### src/tape_panel_pkg.sv
package tape_panel_pkg;

  localparam int unsigned CLOCK_HZ            = 125_000_000;
  localparam int unsigned THREAD_TIMEOUT_MS   = 10_000;
  localparam int unsigned START_SEARCH_MS     = 1_500;
  localparam int unsigned THREAD_TIMEOUT_CYC  = THREAD_TIMEOUT_MS * (CLOCK_HZ / 1000);
  localparam int unsigned START_SEARCH_CYC    = START_SEARCH_MS * (CLOCK_HZ / 1000);
  localparam int unsigned DEBOUNCE_US         = 10_000;
  localparam int unsigned DEBOUNCE_CYC        = DEBOUNCE_US * (CLOCK_HZ / 1_000_000);
  localparam int unsigned FLASH_HALF_MS       = 250;
  localparam int unsigned FLASH_HALF_CYC      = FLASH_HALF_MS * (CLOCK_HZ / 1000);

  localparam int unsigned NUM_CONTROLS        = 7;
  localparam int unsigned CTL_POWER           = 0;
  localparam int unsigned CTL_LOAD_REWIND     = 1;
  localparam int unsigned CTL_ONLINE          = 2;
  localparam int unsigned CTL_RESET           = 3;
  localparam int unsigned CTL_REWIND_UNLOAD   = 4;
  localparam int unsigned CTL_DENSITY         = 5;
  localparam int unsigned CTL_WINDOW          = 6;

  localparam int unsigned INT_WIDTH           = 5;
  localparam int unsigned EVT_LOAD_DONE       = 0;
  localparam int unsigned EVT_THREAD_FAIL     = 1;
  localparam int unsigned EVT_START_FAIL      = 2;
  localparam int unsigned EVT_UNLOAD_DONE     = 3;
  localparam int unsigned EVT_MACHINE_CHECK   = 4;

  localparam logic [1:0] ADDR_STATUS          = 2'h0;
  localparam logic [1:0] ADDR_CLEAR           = 2'h1;
  localparam logic [1:0] ADDR_ENABLE          = 2'h2;
  localparam logic [1:0] ADDR_STATE           = 2'h3;

  typedef enum {
    IDLE, THREADING, THREAD_REWIND, TO_START, COLUMNS, SEARCH_FWD,
    SEARCH_BACK, READY, REWIND_FAST, REWIND_SLOW, UNLOAD_FAST,
    UNLOAD_SLOW, UNLOADING, FAILED
  } load_state_e;

  // sensors from the transport mechanics
  typedef struct packed {
    logic mains_present;
    logic ring_present;
    logic tape_start_marker;
    logic tape_end_marker;
    logic on_machine_reel;
    logic columns_loaded;
    logic unload_done;
    logic machine_check;
  } sensors_s;

  // motion commands toward the transport
  typedef struct packed {
    logic fwd;
    logic rev;
    logic high_speed;
    logic thread;
    logic column_vacuum;
    logic unload;
  } motion_s;

  // panel indicator lamps
  typedef struct packed {
    logic power;
    logic write_protect;
    logic load_rewind;
    logic online;
    logic reset;
    logic rewind_unload;
    logic phase_encoded_density;
    logic group_density_indicator;
  } lamps_s;

endpackage

### src/tape_unit_panel_load_control.sv
// Contract
// - power toggle ignored without mains present; power lamp lit while powered.
// - write-protect lamp lit when no ring once a load has started, held until unload completes.
// - load press with no tape starts load to start marker; lamp lights.
// - load/rewind lamp also lit at or past end marker.
// - load press with tape loaded rewinds to start marker; lamp lights.
// - online press after load puts unit online; other operations need reset.
// - reset press stops motion only in threading, slow rewind and rewind-unload's fast rewind; takes unit offline.
// - reset during load-press fast rewind slows it; second reset stops motion.
// - reset lamp flashes while a machine check exists.
// - rewind-unload press at start marker unloads onto file reel.
// - rewind-unload away from marker rewinds fast, then unloads at normal speed.
// - rewind-unload lamp follows controller select; control works only offline.
// - density press toggles phase-encoded/group-coded, exactly one lamp lit.
// - window lowers only with no load active; closes when threaded tape reaches start marker.
// - threading timeout about 10 s: rewind and retry once, then fail flashing.
// - after threading, forward to marker, close window, vacuum to columns.
// - forward search 1.5 s, then backward; not found unloads and flashes reset.
// - marker found ends load: lamp lit, ready, online press accepted.
`timescale 1ns/1ps
`default_nettype none
module tape_unit_panel_load_control
  import tape_panel_pkg::*;
#(
  parameter int unsigned THREAD_CYC   = THREAD_TIMEOUT_CYC,
  parameter int unsigned SEARCH_CYC   = START_SEARCH_CYC,
  parameter int unsigned FLASH_CYC    = FLASH_HALF_CYC,
  parameter int unsigned BOUNCE_CYC   = DEBOUNCE_CYC
) (
  input  wire logic                    clock_i,
  input  wire logic                    sys_rst_i,
  input  wire logic [NUM_CONTROLS-1:0] touch_i,
  input  wire sensors_s                sensors_i,
  input  wire logic                    formatter_controller_select_i,
  input  wire logic [1:0]              reg_addr_i,
  input  wire logic [31:0]             reg_wdata_i,
  input  wire logic                    reg_write_i,
  input  wire logic                    reg_read_i,
  output logic [31:0]                  reg_rdata_o,
  output logic                         irq_o,
  output motion_s                      motion_o,
  output lamps_s                       lamps_o,
  output logic                         unit_power_o,
  output logic                         window_lower_o,
  output logic                         window_close_o
);
  localparam int unsigned TW = $clog2(THREAD_CYC + 1);
  localparam int unsigned SW = $clog2(SEARCH_CYC + 1);
  localparam int unsigned FW = $clog2(FLASH_CYC + 1);

  initial begin
    if (THREAD_CYC < 1 || SEARCH_CYC < 1 || FLASH_CYC < 1) $error("counts must be at least one");
  end

  logic [NUM_CONTROLS-1:0] press;
  sensors_s                sens_a;
  sensors_s                sens;
  logic                    sel_a;
  logic                    sel;
  load_state_e             state;
  logic                    retried;
  logic [TW-1:0]           thread_count;
  logic [SW-1:0]           search_count;
  logic [FW-1:0]           flash_count;
  logic                    flash;
  logic                    online;
  logic                    powered;
  logic                    protect;
  logic                    density_ge;
  logic [INT_WIDTH-1:0]    int_status;
  logic [INT_WIDTH-1:0]    int_enable;
  logic [INT_WIDTH-1:0]    events;
  logic                    mc_prev;

  for (genvar g = 0; g < NUM_CONTROLS; g++) begin : g_touch
    touch_debounce #(
      .STABLE_CYC (BOUNCE_CYC)
    ) u_touch (
      .clock_i   (clock_i),
      .sys_rst_i (sys_rst_i),
      .raw_i     (touch_i[g]),
      .press_o   (press[g])
    );
  end

  // sensors are asynchronous to the clock
  always_ff @(posedge clock_i) begin
    if (sys_rst_i) begin
      sens_a <= '0;
      sens   <= '0;
      sel_a  <= 1'b0;
      sel    <= 1'b0;
    end else begin
      sens_a <= sensors_i;
      sens   <= sens_a;
      sel_a  <= formatter_controller_select_i;
      sel    <= sel_a;
    end
  end

  function automatic logic is_busy(input load_state_e s);
    return (s != IDLE) && (s != READY) && (s != FAILED);
  endfunction

  always_ff @(posedge clock_i) begin
    if (sys_rst_i) begin
      powered <= 1'b0;
    end else if (press[CTL_POWER] && sens.mains_present) begin
      powered <= !powered;
    end
  end

  always_ff @(posedge clock_i) begin
    if (sys_rst_i) begin
      protect <= 1'b0;
    end else if (state == UNLOADING && sens.unload_done) begin
      protect <= 1'b0;
    end else if (!sens.ring_present && state != IDLE) begin
      protect <= 1'b1;
    end
  end

  always_ff @(posedge clock_i) begin
    if (sys_rst_i) begin
      density_ge <= 1'b0;
    end else if (press[CTL_DENSITY] && powered) begin
      density_ge <= !density_ge;
    end
  end

  always_ff @(posedge clock_i) begin
    if (sys_rst_i) begin
      online <= 1'b0;
    end else if (press[CTL_RESET]) begin
      online <= 1'b0;
    end else if (press[CTL_ONLINE] && state == READY) begin
      online <= 1'b1;
    end
  end

  // main load / rewind / unload sequencer
  always_ff @(posedge clock_i) begin
    if (sys_rst_i || !powered) begin
      state        <= IDLE;
      retried      <= 1'b0;
      thread_count <= '0;
      search_count <= '0;
    end else begin
      case (state)
        IDLE: begin
          if (press[CTL_LOAD_REWIND]) begin
            state        <= THREADING;
            retried      <= 1'b0;
            thread_count <= '0;
          end
        end
        THREADING: begin
          if (press[CTL_RESET]) begin
            state <= IDLE;
          end else if (sens.on_machine_reel) begin
            state <= TO_START;
          end else if (thread_count == TW'(THREAD_CYC - 1)) begin
            state <= THREAD_REWIND;
          end else begin
            thread_count <= thread_count + TW'(1);
          end
        end
        THREAD_REWIND: begin
          // leader back on the file reel when the transport reports it
          if (sens.unload_done) begin
            thread_count <= '0;
            retried      <= 1'b1;
            state        <= retried ? FAILED : THREADING;
          end
        end
        TO_START: begin
          if (sens.tape_start_marker) begin
            state <= COLUMNS;
          end
        end
        COLUMNS: begin
          if (sens.columns_loaded) begin
            state        <= SEARCH_FWD;
            search_count <= '0;
          end
        end
        SEARCH_FWD: begin
          if (sens.tape_start_marker) begin
            state        <= READY;
            search_count <= '0;
          end else if (search_count == SW'(SEARCH_CYC - 1)) begin
            state        <= SEARCH_BACK;
            search_count <= '0;
          end else begin
            search_count <= search_count + SW'(1);
          end
        end
        SEARCH_BACK: begin
          if (sens.tape_start_marker) begin
            state        <= READY;
            search_count <= '0;
          end else if (search_count == SW'(SEARCH_CYC - 1)) begin
            state <= UNLOADING;
            retried <= 1'b1;
          end else begin
            search_count <= search_count + SW'(1);
          end
        end
        READY: begin
          if (!online && press[CTL_LOAD_REWIND] && !sens.tape_start_marker) begin
            state <= REWIND_FAST;
          end else if (!online && press[CTL_REWIND_UNLOAD]) begin
            state <= sens.tape_start_marker ? UNLOADING : UNLOAD_FAST;
          end
        end
        REWIND_FAST: begin
          if (press[CTL_RESET]) begin
            state <= REWIND_SLOW;
          end else if (sens.tape_start_marker) begin
            state <= READY;
          end
        end
        REWIND_SLOW: begin
          if (press[CTL_RESET] || sens.tape_start_marker) begin
            state <= READY;
          end
        end
        UNLOAD_FAST: begin
          if (sens.tape_start_marker) begin
            state <= UNLOADING;
          end else if (press[CTL_RESET]) begin
            state <= READY;
          end
        end
        UNLOADING: begin
          if (sens.unload_done) begin
            state <= (search_count == SW'(SEARCH_CYC - 1)) ? FAILED : IDLE;
          end
        end
        FAILED: begin
          if (press[CTL_RESET]) begin
            state <= IDLE;
          end
        end
        default: state <= IDLE;
      endcase
    end
  end

  always_ff @(posedge clock_i) begin
    if (sys_rst_i) begin
      flash_count <= '0;
      flash       <= 1'b0;
    end else if (flash_count == FW'(FLASH_CYC - 1)) begin
      flash_count <= '0;
      flash       <= !flash;
    end else begin
      flash_count <= flash_count + FW'(1);
    end
  end

  always_comb begin
    events                    = '0;
    events[EVT_LOAD_DONE]     = (state == SEARCH_FWD || state == SEARCH_BACK)
                                && sens.tape_start_marker;
    events[EVT_THREAD_FAIL]   = state == THREAD_REWIND && sens.unload_done && retried;
    events[EVT_START_FAIL]    = state == SEARCH_BACK && search_count == SW'(SEARCH_CYC - 1)
                                && !sens.tape_start_marker;
    events[EVT_UNLOAD_DONE]   = state == UNLOADING && sens.unload_done;
    events[EVT_MACHINE_CHECK] = sens.machine_check && !mc_prev;
  end

  // a new event in the clearing cycle survives the clear
  always_ff @(posedge clock_i) begin
    if (sys_rst_i) begin
      int_status <= '0;
      int_enable <= '0;
      mc_prev    <= 1'b0;
    end else begin
      mc_prev <= sens.machine_check;
      if (reg_write_i && reg_addr_i == ADDR_ENABLE) begin
        int_enable <= reg_wdata_i[INT_WIDTH-1:0];
      end
      if (reg_write_i && reg_addr_i == ADDR_CLEAR) begin
        int_status <= (int_status & ~reg_wdata_i[INT_WIDTH-1:0]) | events;
      end else begin
        int_status <= int_status | events;
      end
    end
  end

  always_ff @(posedge clock_i) begin
    if (sys_rst_i) begin
      reg_rdata_o <= '0;
    end else if (reg_read_i) begin
      case (reg_addr_i)
        ADDR_STATUS: reg_rdata_o <= 32'(int_status);
        ADDR_ENABLE: reg_rdata_o <= 32'(int_enable);
        ADDR_STATE:  reg_rdata_o <= {16'h0000, 8'(state), 5'h00, online, density_ge, powered};
        default:     reg_rdata_o <= '0;
      endcase
    end else begin
      reg_rdata_o <= '0;
    end
  end

  always_ff @(posedge clock_i) begin
    if (sys_rst_i) begin
      irq_o          <= 1'b0;
      motion_o       <= '0;
      lamps_o        <= '0;
      unit_power_o   <= 1'b0;
      window_lower_o <= 1'b0;
      window_close_o <= 1'b0;
    end else begin
      irq_o                 <= |(int_status & int_enable);
      unit_power_o          <= powered;
      motion_o.fwd          <= state == TO_START || state == SEARCH_FWD;
      motion_o.rev          <= state == THREAD_REWIND || state == SEARCH_BACK
                               || state == REWIND_FAST || state == REWIND_SLOW
                               || state == UNLOAD_FAST;
      motion_o.high_speed   <= state == REWIND_FAST || state == UNLOAD_FAST;
      motion_o.thread       <= state == THREADING;
      motion_o.column_vacuum <= state == COLUMNS || state == SEARCH_FWD
                                || state == SEARCH_BACK || state == READY
                                || state == REWIND_FAST || state == REWIND_SLOW
                                || state == UNLOAD_FAST;
      motion_o.unload       <= state == UNLOADING;
      lamps_o.power         <= powered;
      lamps_o.write_protect <= protect;
      lamps_o.load_rewind   <= (state == READY && sens.tape_start_marker)
                               || state == REWIND_FAST || state == REWIND_SLOW
                               || is_busy(state) && state != UNLOAD_FAST && state != UNLOADING
                               || sens.tape_end_marker;
      lamps_o.online        <= online;
      lamps_o.reset         <= (state == FAILED || sens.machine_check) && flash;
      lamps_o.rewind_unload <= sel;
      lamps_o.phase_encoded_density   <= !density_ge;
      lamps_o.group_density_indicator <= density_ge;
      window_lower_o        <= press[CTL_WINDOW] && state == IDLE;
      window_close_o        <= state == TO_START && sens.tape_start_marker;
    end
  end
endmodule
`default_nettype wire

### src/touch_debounce.sv
`timescale 1ns/1ps
`default_nettype none
module touch_debounce
  import tape_panel_pkg::*;
#(
  parameter int unsigned STABLE_CYC = DEBOUNCE_CYC
) (
  input  wire logic clock_i,
  input  wire logic sys_rst_i,
  input  wire logic raw_i,
  output logic      press_o
);
  localparam int unsigned CW = $clog2(STABLE_CYC + 1);

  initial begin
    if (STABLE_CYC < 1) $error("debounce count must be at least one");
  end

  logic          sync_a;
  logic          sync_b;
  logic          level;
  logic [CW-1:0] count;

  always_ff @(posedge clock_i) begin
    if (sys_rst_i) begin
      sync_a <= 1'b0;
      sync_b <= 1'b0;
    end else begin
      sync_a <= raw_i;
      sync_b <= sync_a;
    end
  end

  // level only moves after the input has held for the whole window
  always_ff @(posedge clock_i) begin
    if (sys_rst_i) begin
      count <= '0;
      level <= 1'b0;
    end else if (sync_b == level) begin
      count <= '0;
    end else if (count == CW'(STABLE_CYC - 1)) begin
      count <= '0;
      level <= sync_b;
    end else begin
      count <= count + CW'(1);
    end
  end

  always_ff @(posedge clock_i) begin
    if (sys_rst_i) begin
      press_o <= 1'b0;
    end else begin
      press_o <= (sync_b != level) && (count == CW'(STABLE_CYC - 1)) && sync_b;
    end
  end
endmodule
`default_nettype wire

### config.mk
export PLATFORM = sky130hd
export DESIGN_NAME = tape_unit_panel_load_control
export DESIGN_NICKNAME = d
export VERILOG_FILES = /design/src/tape_panel_pkg.sv /design/src/tape_unit_panel_load_control.sv /design/src/touch_debounce.sv
export SDC_FILE = /design/constraint.sdc
export NUM_CORES = 1
export LEC_CHECK = 0
export BUFFER_PORTS_ARGS = -buffer_cell sky130_fd_sc_hd__buf_4
export CAP_MARGIN = 20
export CELL_PAD_IN_SITES_DETAIL_PLACEMENT = 1
export CELL_PAD_IN_SITES_GLOBAL_PLACEMENT = 1
export CORE_MARGIN = 2
export CORE_UTILIZATION = 45
export CTS_CLUSTER_SIZE = 28
export DETAILED_ROUTE_END_ITERATION = 12
export GPL_TIMING_DRIVEN = 0
export PLACE_DENSITY = 0.87
export SLEW_MARGIN = 20
export SYNTH_ARGS = -nofsm -noshare
export SYNTH_HDL_FRONTEND = slang
export SYNTH_SLANG_ARGS = --single-unit
### constraint.sdc
create_clock -name clock_i -period 2.7 [get_ports clock_i]
set_input_delay 0.27 -clock clock_i [delete_from_list [all_inputs] [get_ports clock_i]]
set_output_delay 0.27 -clock clock_i [all_outputs]
set_load 0.02 [all_outputs]
==> impl_metrics.env, run 1 <==
export IMPL_ys_warn_count=0
export IMPL_vdd_ir_drop_max_v=0.000530
export IMPL_avgSynthCellArea_um2=8.70
export IMPL_fp_dieW_um=181
export IMPL_syn_to_final_growth_pct=17.3
export IMPL_arrival_ps=2950
export IMPL_drtIter0Drc=635
export IMPL_grt_pass1_vias=13100
export IMPL_place_gp_congestion=0.933
export IMPL_hpwl_mm=26.5
export IMPL_synth_seq_area_share_pct=46.0
export IMPL_synth_edf_count=0
export IMPL_fin_crit_ps=2560
export IMPL_drv_slew=0
export IMPL_path_class="flip-flop to flip-flop"
export IMPL_fmax_mhz=391
export IMPL_ctsLongestPathBuffers=3
export IMPL_place_inst=2090
export IMPL_p_leak_uw=0.00566
export IMPL_gr_total_overflow=0
export IMPL_port_buffers=51
export IMPL_vias_per_cell=5.65
export IMPL_crit_family="compound AO/OA/AOI/OAI gates"
export IMPL_crit_chain="inv_1 > a2111oi_0 > o31ai_2 > clkbuf_1 > o21ai_0 > a21oi_1"
export IMPL_total_power_uw=10300
export IMPL_nets=1815
export IMPL_ys_flop_type="dfxtp_1"
export IMPL_status="finished clean"
export IMPL_whs_ps=33.9
export IMPL_post_route_period_util_pct=94.8
export IMPL_dieHeight_um=181
export IMPL_synth_cell_types=65
export IMPL_cp_required_ps=3090
export IMPL_cp_start_kind="flip-flop"
export IMPL_fin_skew_ps=13.9
export IMPL_slew_headroom_pct=40.1
export IMPL_h_tree_depth=2
export IMPL_clk_latency_ps=540
export IMPL_grt_pass1_wl_mm=66.9
export IMPL_cts_buffers_inserted=36
export IMPL_synth_seq_cells=324
export IMPL_start_util_pct=45.9
export IMPL_synth_async_reset_ratio_pct=0
export IMPL_syn_inst=1621
export IMPL_remaining_drc_errors=0
export IMPL_grt_max_degree=15
export IMPL_rows=64
export IMPL_rsz0062_at_grt="false"
export IMPL_clk_pin_slew_ps=60
export IMPL_antenna_left=0
export IMPL_hold_violations=0
export IMPL_cts_sinks=324
export IMPL_routed_wl_mm=40.9
export IMPL_critPathBufInv=2
export IMPL_cp_max_fo=10
export IMPL_antenna_cells=0
export IMPL_vias=12300
export IMPL_die_area_um2=32800
export IMPL_wire_per_inst_um=18.8
export IMPL_crit_path_max_incr_delay_ps=750
export IMPL_hold_path_class="primary input to flip-flop"
export IMPL_grt_antenna_before_repair=0
export IMPL_fin_tns_setup_ps=0
export IMPL_drtPass1Iterations=5
export IMPL_track_usage_pct=24.7
export IMPL_cts_root_buf="clkbuf_16"
export IMPL_end_kind="flip-flop"
export IMPL_drv_cap=0
export IMPL_crit_slowest_cell="a2111oi_0"
export IMPL_cts_tree="done"
export IMPL_syn_cell_area_um2=14100
export IMPL_tightest_slew_ps=876
export IMPL_fin_cells=2173
export IMPL_setup_viol=0
export IMPL_drive_gt1_share_pct=9.34
export IMPL_io_pin_count=104
export IMPL_utilization_pct=53.8
export IMPL_core_area_um2=30700
export IMPL_p_per_area_nw_per_um2=625
cells by family after synthesis:
kind of cell,synth area share [%]
adder cells (fa/ha/maj),0.887
flip-flops,46.0
buffers and inverters,3.94
AO/OA/AOI/OAI,6.81
multiplexers,1.38
AND/OR/NAND/NOR,29.5
other,0.0266
XOR/XNOR,11.4
Yosys cell counts, drive strengths merged (16+ instances only):
master	n	area, um^2
inv	24	90.1
nand3	95	475
xnor2	100	876
and3	51	319
nand2	96	360
nand4	40	250
nor2	296	1110
dfxtp	324	6490
mux2i	16	160
clkbuf	42	159
and4	22	193
a21oi	56	280
buf	47	303
nor3	45	230
o21ai	34	170
nor2b	46	288
nor4	25	171
xor2	84	736
nor4b	22	199
layout by cell type (no fill, tap or decap), types with 31 or more instances in the layout:
master     instances
nand3_1           95
o21ai_0           31
dfxtp_1          324
buf_4             76
clkbuf_16         36
nor2b_1           46
nand2_1           96
nor3_1            44
nor2_1           295
and3_1            51
a21oi_1           56
xor2_1            84
xnor2_1          100
nand4_1           40
clkbuf_1          46
flip-flops by register name, summed over array words and instances (netlist names), 6 cells and up:
signal                   count
g_touch.u_touch.count      147
thread_count                31
search_count                28
flash_count                 25
reg_rdata_o                  9
sens                         8
sens_a                       8
g_touch.u_touch.level        7
g_touch.u_touch.press_o      7
g_touch.u_touch.sync_a       7
g_touch.u_touch.sync_b       7
lamps_o                      7
motion_o                     6
layout make-up:
cell class | instances | area, um^2
plain buffers | 89 | 465
clock buffers | 52 | 1040
clock inverters | 12 | 218
fillers | 3627 | 14200
inverters | 25 | 93.8
multi-input cells | 1205 | 7170
flip-flops and latches | 324 | 6490
well taps | 396 | 495
repair buffers | 70 | 573
per-layer routing:
layer | vias to the layer above | part of all wire, % | GRT usage (%) | wire length (um)
li1 | 5836 | - | - | -
met1 | 6062 | 42 | 29.4 | 17100
met2 | 279 | 51 | 45.0 | 20800
met3 | 102 | 4.0 | 3.95 | 1650
met4 | 0 | 3.3 | 9.04 | 1330
met5 | - | 0 | 0 | 0
through the flow:
stage	instance area (um^2)	setup slack, ps
5_1_grt	16500	0.862
4_1_cts	16500	87.0
3_3_place_gp	15100	238
2_1_floorplan	14200	640
3_5_place_dp	15100	133
6_report	16500	141
worst register-to-register path, cell delays in order, from the launching register on:
cell and delay, ps:
dfxtp_1 480, inv_1 230, a2111oi_0 750, o31ai_2 300
clkbuf_1 310, o21ai_0 260, a21oi_1 90
worst paths after layout:
path | endpoint | cells after the start | start | slack, ps
max | thread_count[16]$_SDFFE_PP0P_ | 6 | state[0]$_SDFFE_PP0P_ | 140
max reg2reg | thread_count[16]$_SDFFE_PP0P_ | 6 | state[0]$_SDFFE_PP0P_ | 140
min reg2reg | sens[0]$_SDFF_PP0_ | 1 | sens_a[0]$_SDFF_PP0_ | 440
min | int_enable[4]$_SDFFE_PP0P_ | 3 | reg_wdata_i[4] | 30
power breakdown:
group | switching, uW | total, uW | internal [uW]
registers | 23.8 | 4840 | 4820
clock network | 2060 | 5240 | 3180
logic | 145 | 250 | 105
repair_timing:
| action | 4_1_cts | 5_1_grt |
|---|---|---|
| setup endpoints to repair | 0 | 93 |
| hold endpoints to repair | 19 | 0 |
| gates resized for setup | 0 | 12 |
| setup buffers | 0 | 0 |
| hold buffers | 19 | 0 |
Note: power is estimated with default switching activity, not from simulation.
==> inputs of run 2 (changes only) <==
- REMOVE_ABC_BUFFERS: not set -> 1
==> run 2 against run 1 <==
Against the previous run:
- clock-buffer cell count is 3 lower
- design area is 2.1% lower
- non-clock buffer count is 78 lower
- die area stayed put
- largest cell class unchanged
- first-iteration DRC count is 3.5% higher
- via count is 3.8% lower
- register-to-register slack hardly changed
- wire length is 9.4% lower
==> impl_metrics.env, run 2 (same netlist as run 1, synthesis figures left out) <==
export IMPL_crit_slowest_cell="dfxtp_1"
export IMPL_hold_violations=0
export IMPL_fin_ws_ps=147
export IMPL_cts_sinks=324
export IMPL_nets=1737
export IMPL_port_buffers=53
export IMPL_grt_antenna_before_repair=0
export IMPL_tightest_slew_ps=962
export IMPL_end_kind="flip-flop"
export IMPL_track_usage_pct=22.2
export IMPL_grt_max_degree=90
export IMPL_p_leak_uw=0.00544
export IMPL_gr_total_overflow=0
export IMPL_ctsLongestPathBuffers=3
export IMPL_core_area_um2=30700
export IMPL_syn_to_final_growth_pct=14.8
export IMPL_clk_pin_slew_ps=60
export IMPL_dp_slack_ps=-462
export IMPL_grt_pass1_wl_mm=61.0
export IMPL_fin_crit_ps=2550
export IMPL_cp_start_kind="flip-flop"
export IMPL_rows=64
export IMPL_dieHeight_um=181
export IMPL_h_tree_depth=2
export IMPL_hold_path_class="primary input to flip-flop"
export IMPL_antenna_cells=0
export IMPL_cts_buffers_inserted=36
export IMPL_remaining_drc_errors=0
export IMPL_largestRegisters="g_touch.u_touch.count (147), thread_count (31), search_count (28)"
export IMPL_hpwl_mm=23.5
export IMPL_cts_root_buf="clkbuf_16"
export IMPL_io_pin_count=104
export IMPL_internal_power_uw=7840
export IMPL_fp_dieW_um=181
export IMPL_fin_skew_ps=19.3
export IMPL_drtPass1Iterations=5
export IMPL_place_gp_congestion=0.832
export IMPL_fmax_mhz=392
export IMPL_crit_path_max_incr_delay_ps=430
export IMPL_drive_gt1_share_pct=8.89
export IMPL_layout_commonest_cell="dfxtp_1"
export IMPL_slew_headroom_pct=35.9
export IMPL_cp_max_fo=12
export IMPL_wire_per_inst_um=17.7
export IMPL_crit_family="simple AND/OR/NAND/NOR gates"
export IMPL_regMostFlops="g_touch.u_touch.count"
export IMPL_drtIter0Drc=657
export IMPL_seq_area_um2=6490
export IMPL_path_class="flip-flop to flip-flop"
export IMPL_die_area_um2=32800
export IMPL_p_clk_share_pct=49.6
export IMPL_layout_common_cells="320 x dfxtp_1, 295 x nor2_1, 100 x xnor2_1, 96 x nand2_1, 94 x nand3_1"
export IMPL_drv_cap=0
export IMPL_p_per_area_nw_per_um2=616
export IMPL_p_comb_share_pct=2.0
export IMPL_largest_reg_flops=147
export IMPL_vias=11800
export IMPL_clk_latency_ps=530
export IMPL_final_area_um2=16200
export IMPL_cts_tree="done"
export IMPL_critPathBufInv=1
export IMPL_seqPwrFrac_pct=48.5
export IMPL_whs_ps=22.8
export IMPL_antenna_left=0
export IMPL_crit_chain="ha_1 > nor3b_1 > nand4_1 > o21a_2 > nor4_4 > buf_4 > nor2_1 > a211oi_1"
export IMPL_place_area_um2=14700
export IMPL_grt_pass1_vias=12400
export IMPL_start_util_pct=45.9
export IMPL_status="finished clean"
export IMPL_multiInputGateArea_um2=7240
export IMPL_vdd_ir_drop_max_v=0.000633
export IMPL_p_sw_uw=2140
export IMPL_cp_required_ps=3130
export IMPL_total_power_uw=9980
export IMPL_arrival_ps=2980
export IMPL_routed_wl_mm=37.0
export IMPL_num_fill_cells=3598
export IMPL_vias_per_cell=5.64
export IMPL_p_sw_share_pct=21.4
export IMPL_drv_slew=0
export IMPL_post_route_period_util_pct=94.5
export IMPL_setup_viol=0
## run 2: changes by cell type in the layout (fill, tap and decap cells not counted), sizes merged
cell | before | now
buf | 98 | 63
inv | 26 | 25
bufinv | 5 | 3
clkbuf | 94 | 49
clkinvlp | 1 | 4
clkinv | 5 | 7
dlygate4sd3 | 19 | 18
## run 2: timing repair
| action | CTS | global route |
|---|---|---|
| setup endpoints to repair | 82 | 61 |
| pin swaps | 0 | 2 |
| buffers inserted | 4 | 1 |
| gates cloned | 0 | 0 |
| hold buffers | 18 | 0 |
| resized for setup | 9 | 13 |
| hold endpoints to repair | 19 | 0 |
## run 2: worst paths after layout
path / startpoint / to / slack (ps) / depth (start not counted)
hold / removal: reg_wdata_i[1] / int_enable[1]$_SDFFE_PP0P_ / 20 / 3
hold reg to reg: g_touch[1].u_touch.sync_a$_SDFF_PP0_ / g_touch[1].u_touch.sync_b$_SDFF_PP0_ / 440 / 1
setup reg to reg: search_count[0]$_SDFFE_PP0P_ / state[2]$_SDFFE_PP0P_ / 150 / 8
setup / recovery: search_count[0]$_SDFFE_PP0P_ / state[2]$_SDFFE_PP0P_ / 150 / 8
## run 2: final cells by class
class / count / area share, %
inverters: 25 / 0.603
clock buffers: 49 / 6.30
well taps: 396 / 3.06
clock inverters: 14 / 1.01
multi-input cells: 1205 / 44.7
flip-flops and latches: 324 / 40.1
repair buffers: 81 / 4.23
## run 2: power groups by stage
stage          clock [uW]  combinational [uW]  sequential [uW]
2_1_floorplan           0                91.6             4940
3_3_place_gp            0                 166             4940
3_5_place_dp            0                 172             4940
4_1_cts              5050                 196             4840
5_1_grt              5260                 216             4840
6_report             4940                 198             4840
## run 2: per-layer routing
metal  part of all wire, %  up-vias  track usage, %
met5                     0        -               0
met2                    51      210            40.8
met4                   3.0        0            8.62
met1                    42     5830            25.5
met3                   4.0       86            3.81
li1                      -     5681               -
## run 2: per-stage QoR
step	utilization, %	setup TNS (ps)	cells
after floorplan	-	-17280	1554
after global placement	47.5	-92080	2003
after detailed placement	47.9	-13410	2008
after CTS	52.5	0	2093
after global routing	52.7	-0.450	2094
final	52.7	0	2094
## run 2: worst register-to-register path, delay by kind of cell (launching register included)
| kind | cells | cell delay [ps] |
|---|---|---|
| simple gates | 4 | 970 |
| buf+inv | 1 | 200 |
| fa+ha+maj | 1 | 280 |
| compound gates | 2 | 600 |
| flops | 1 | 430 |
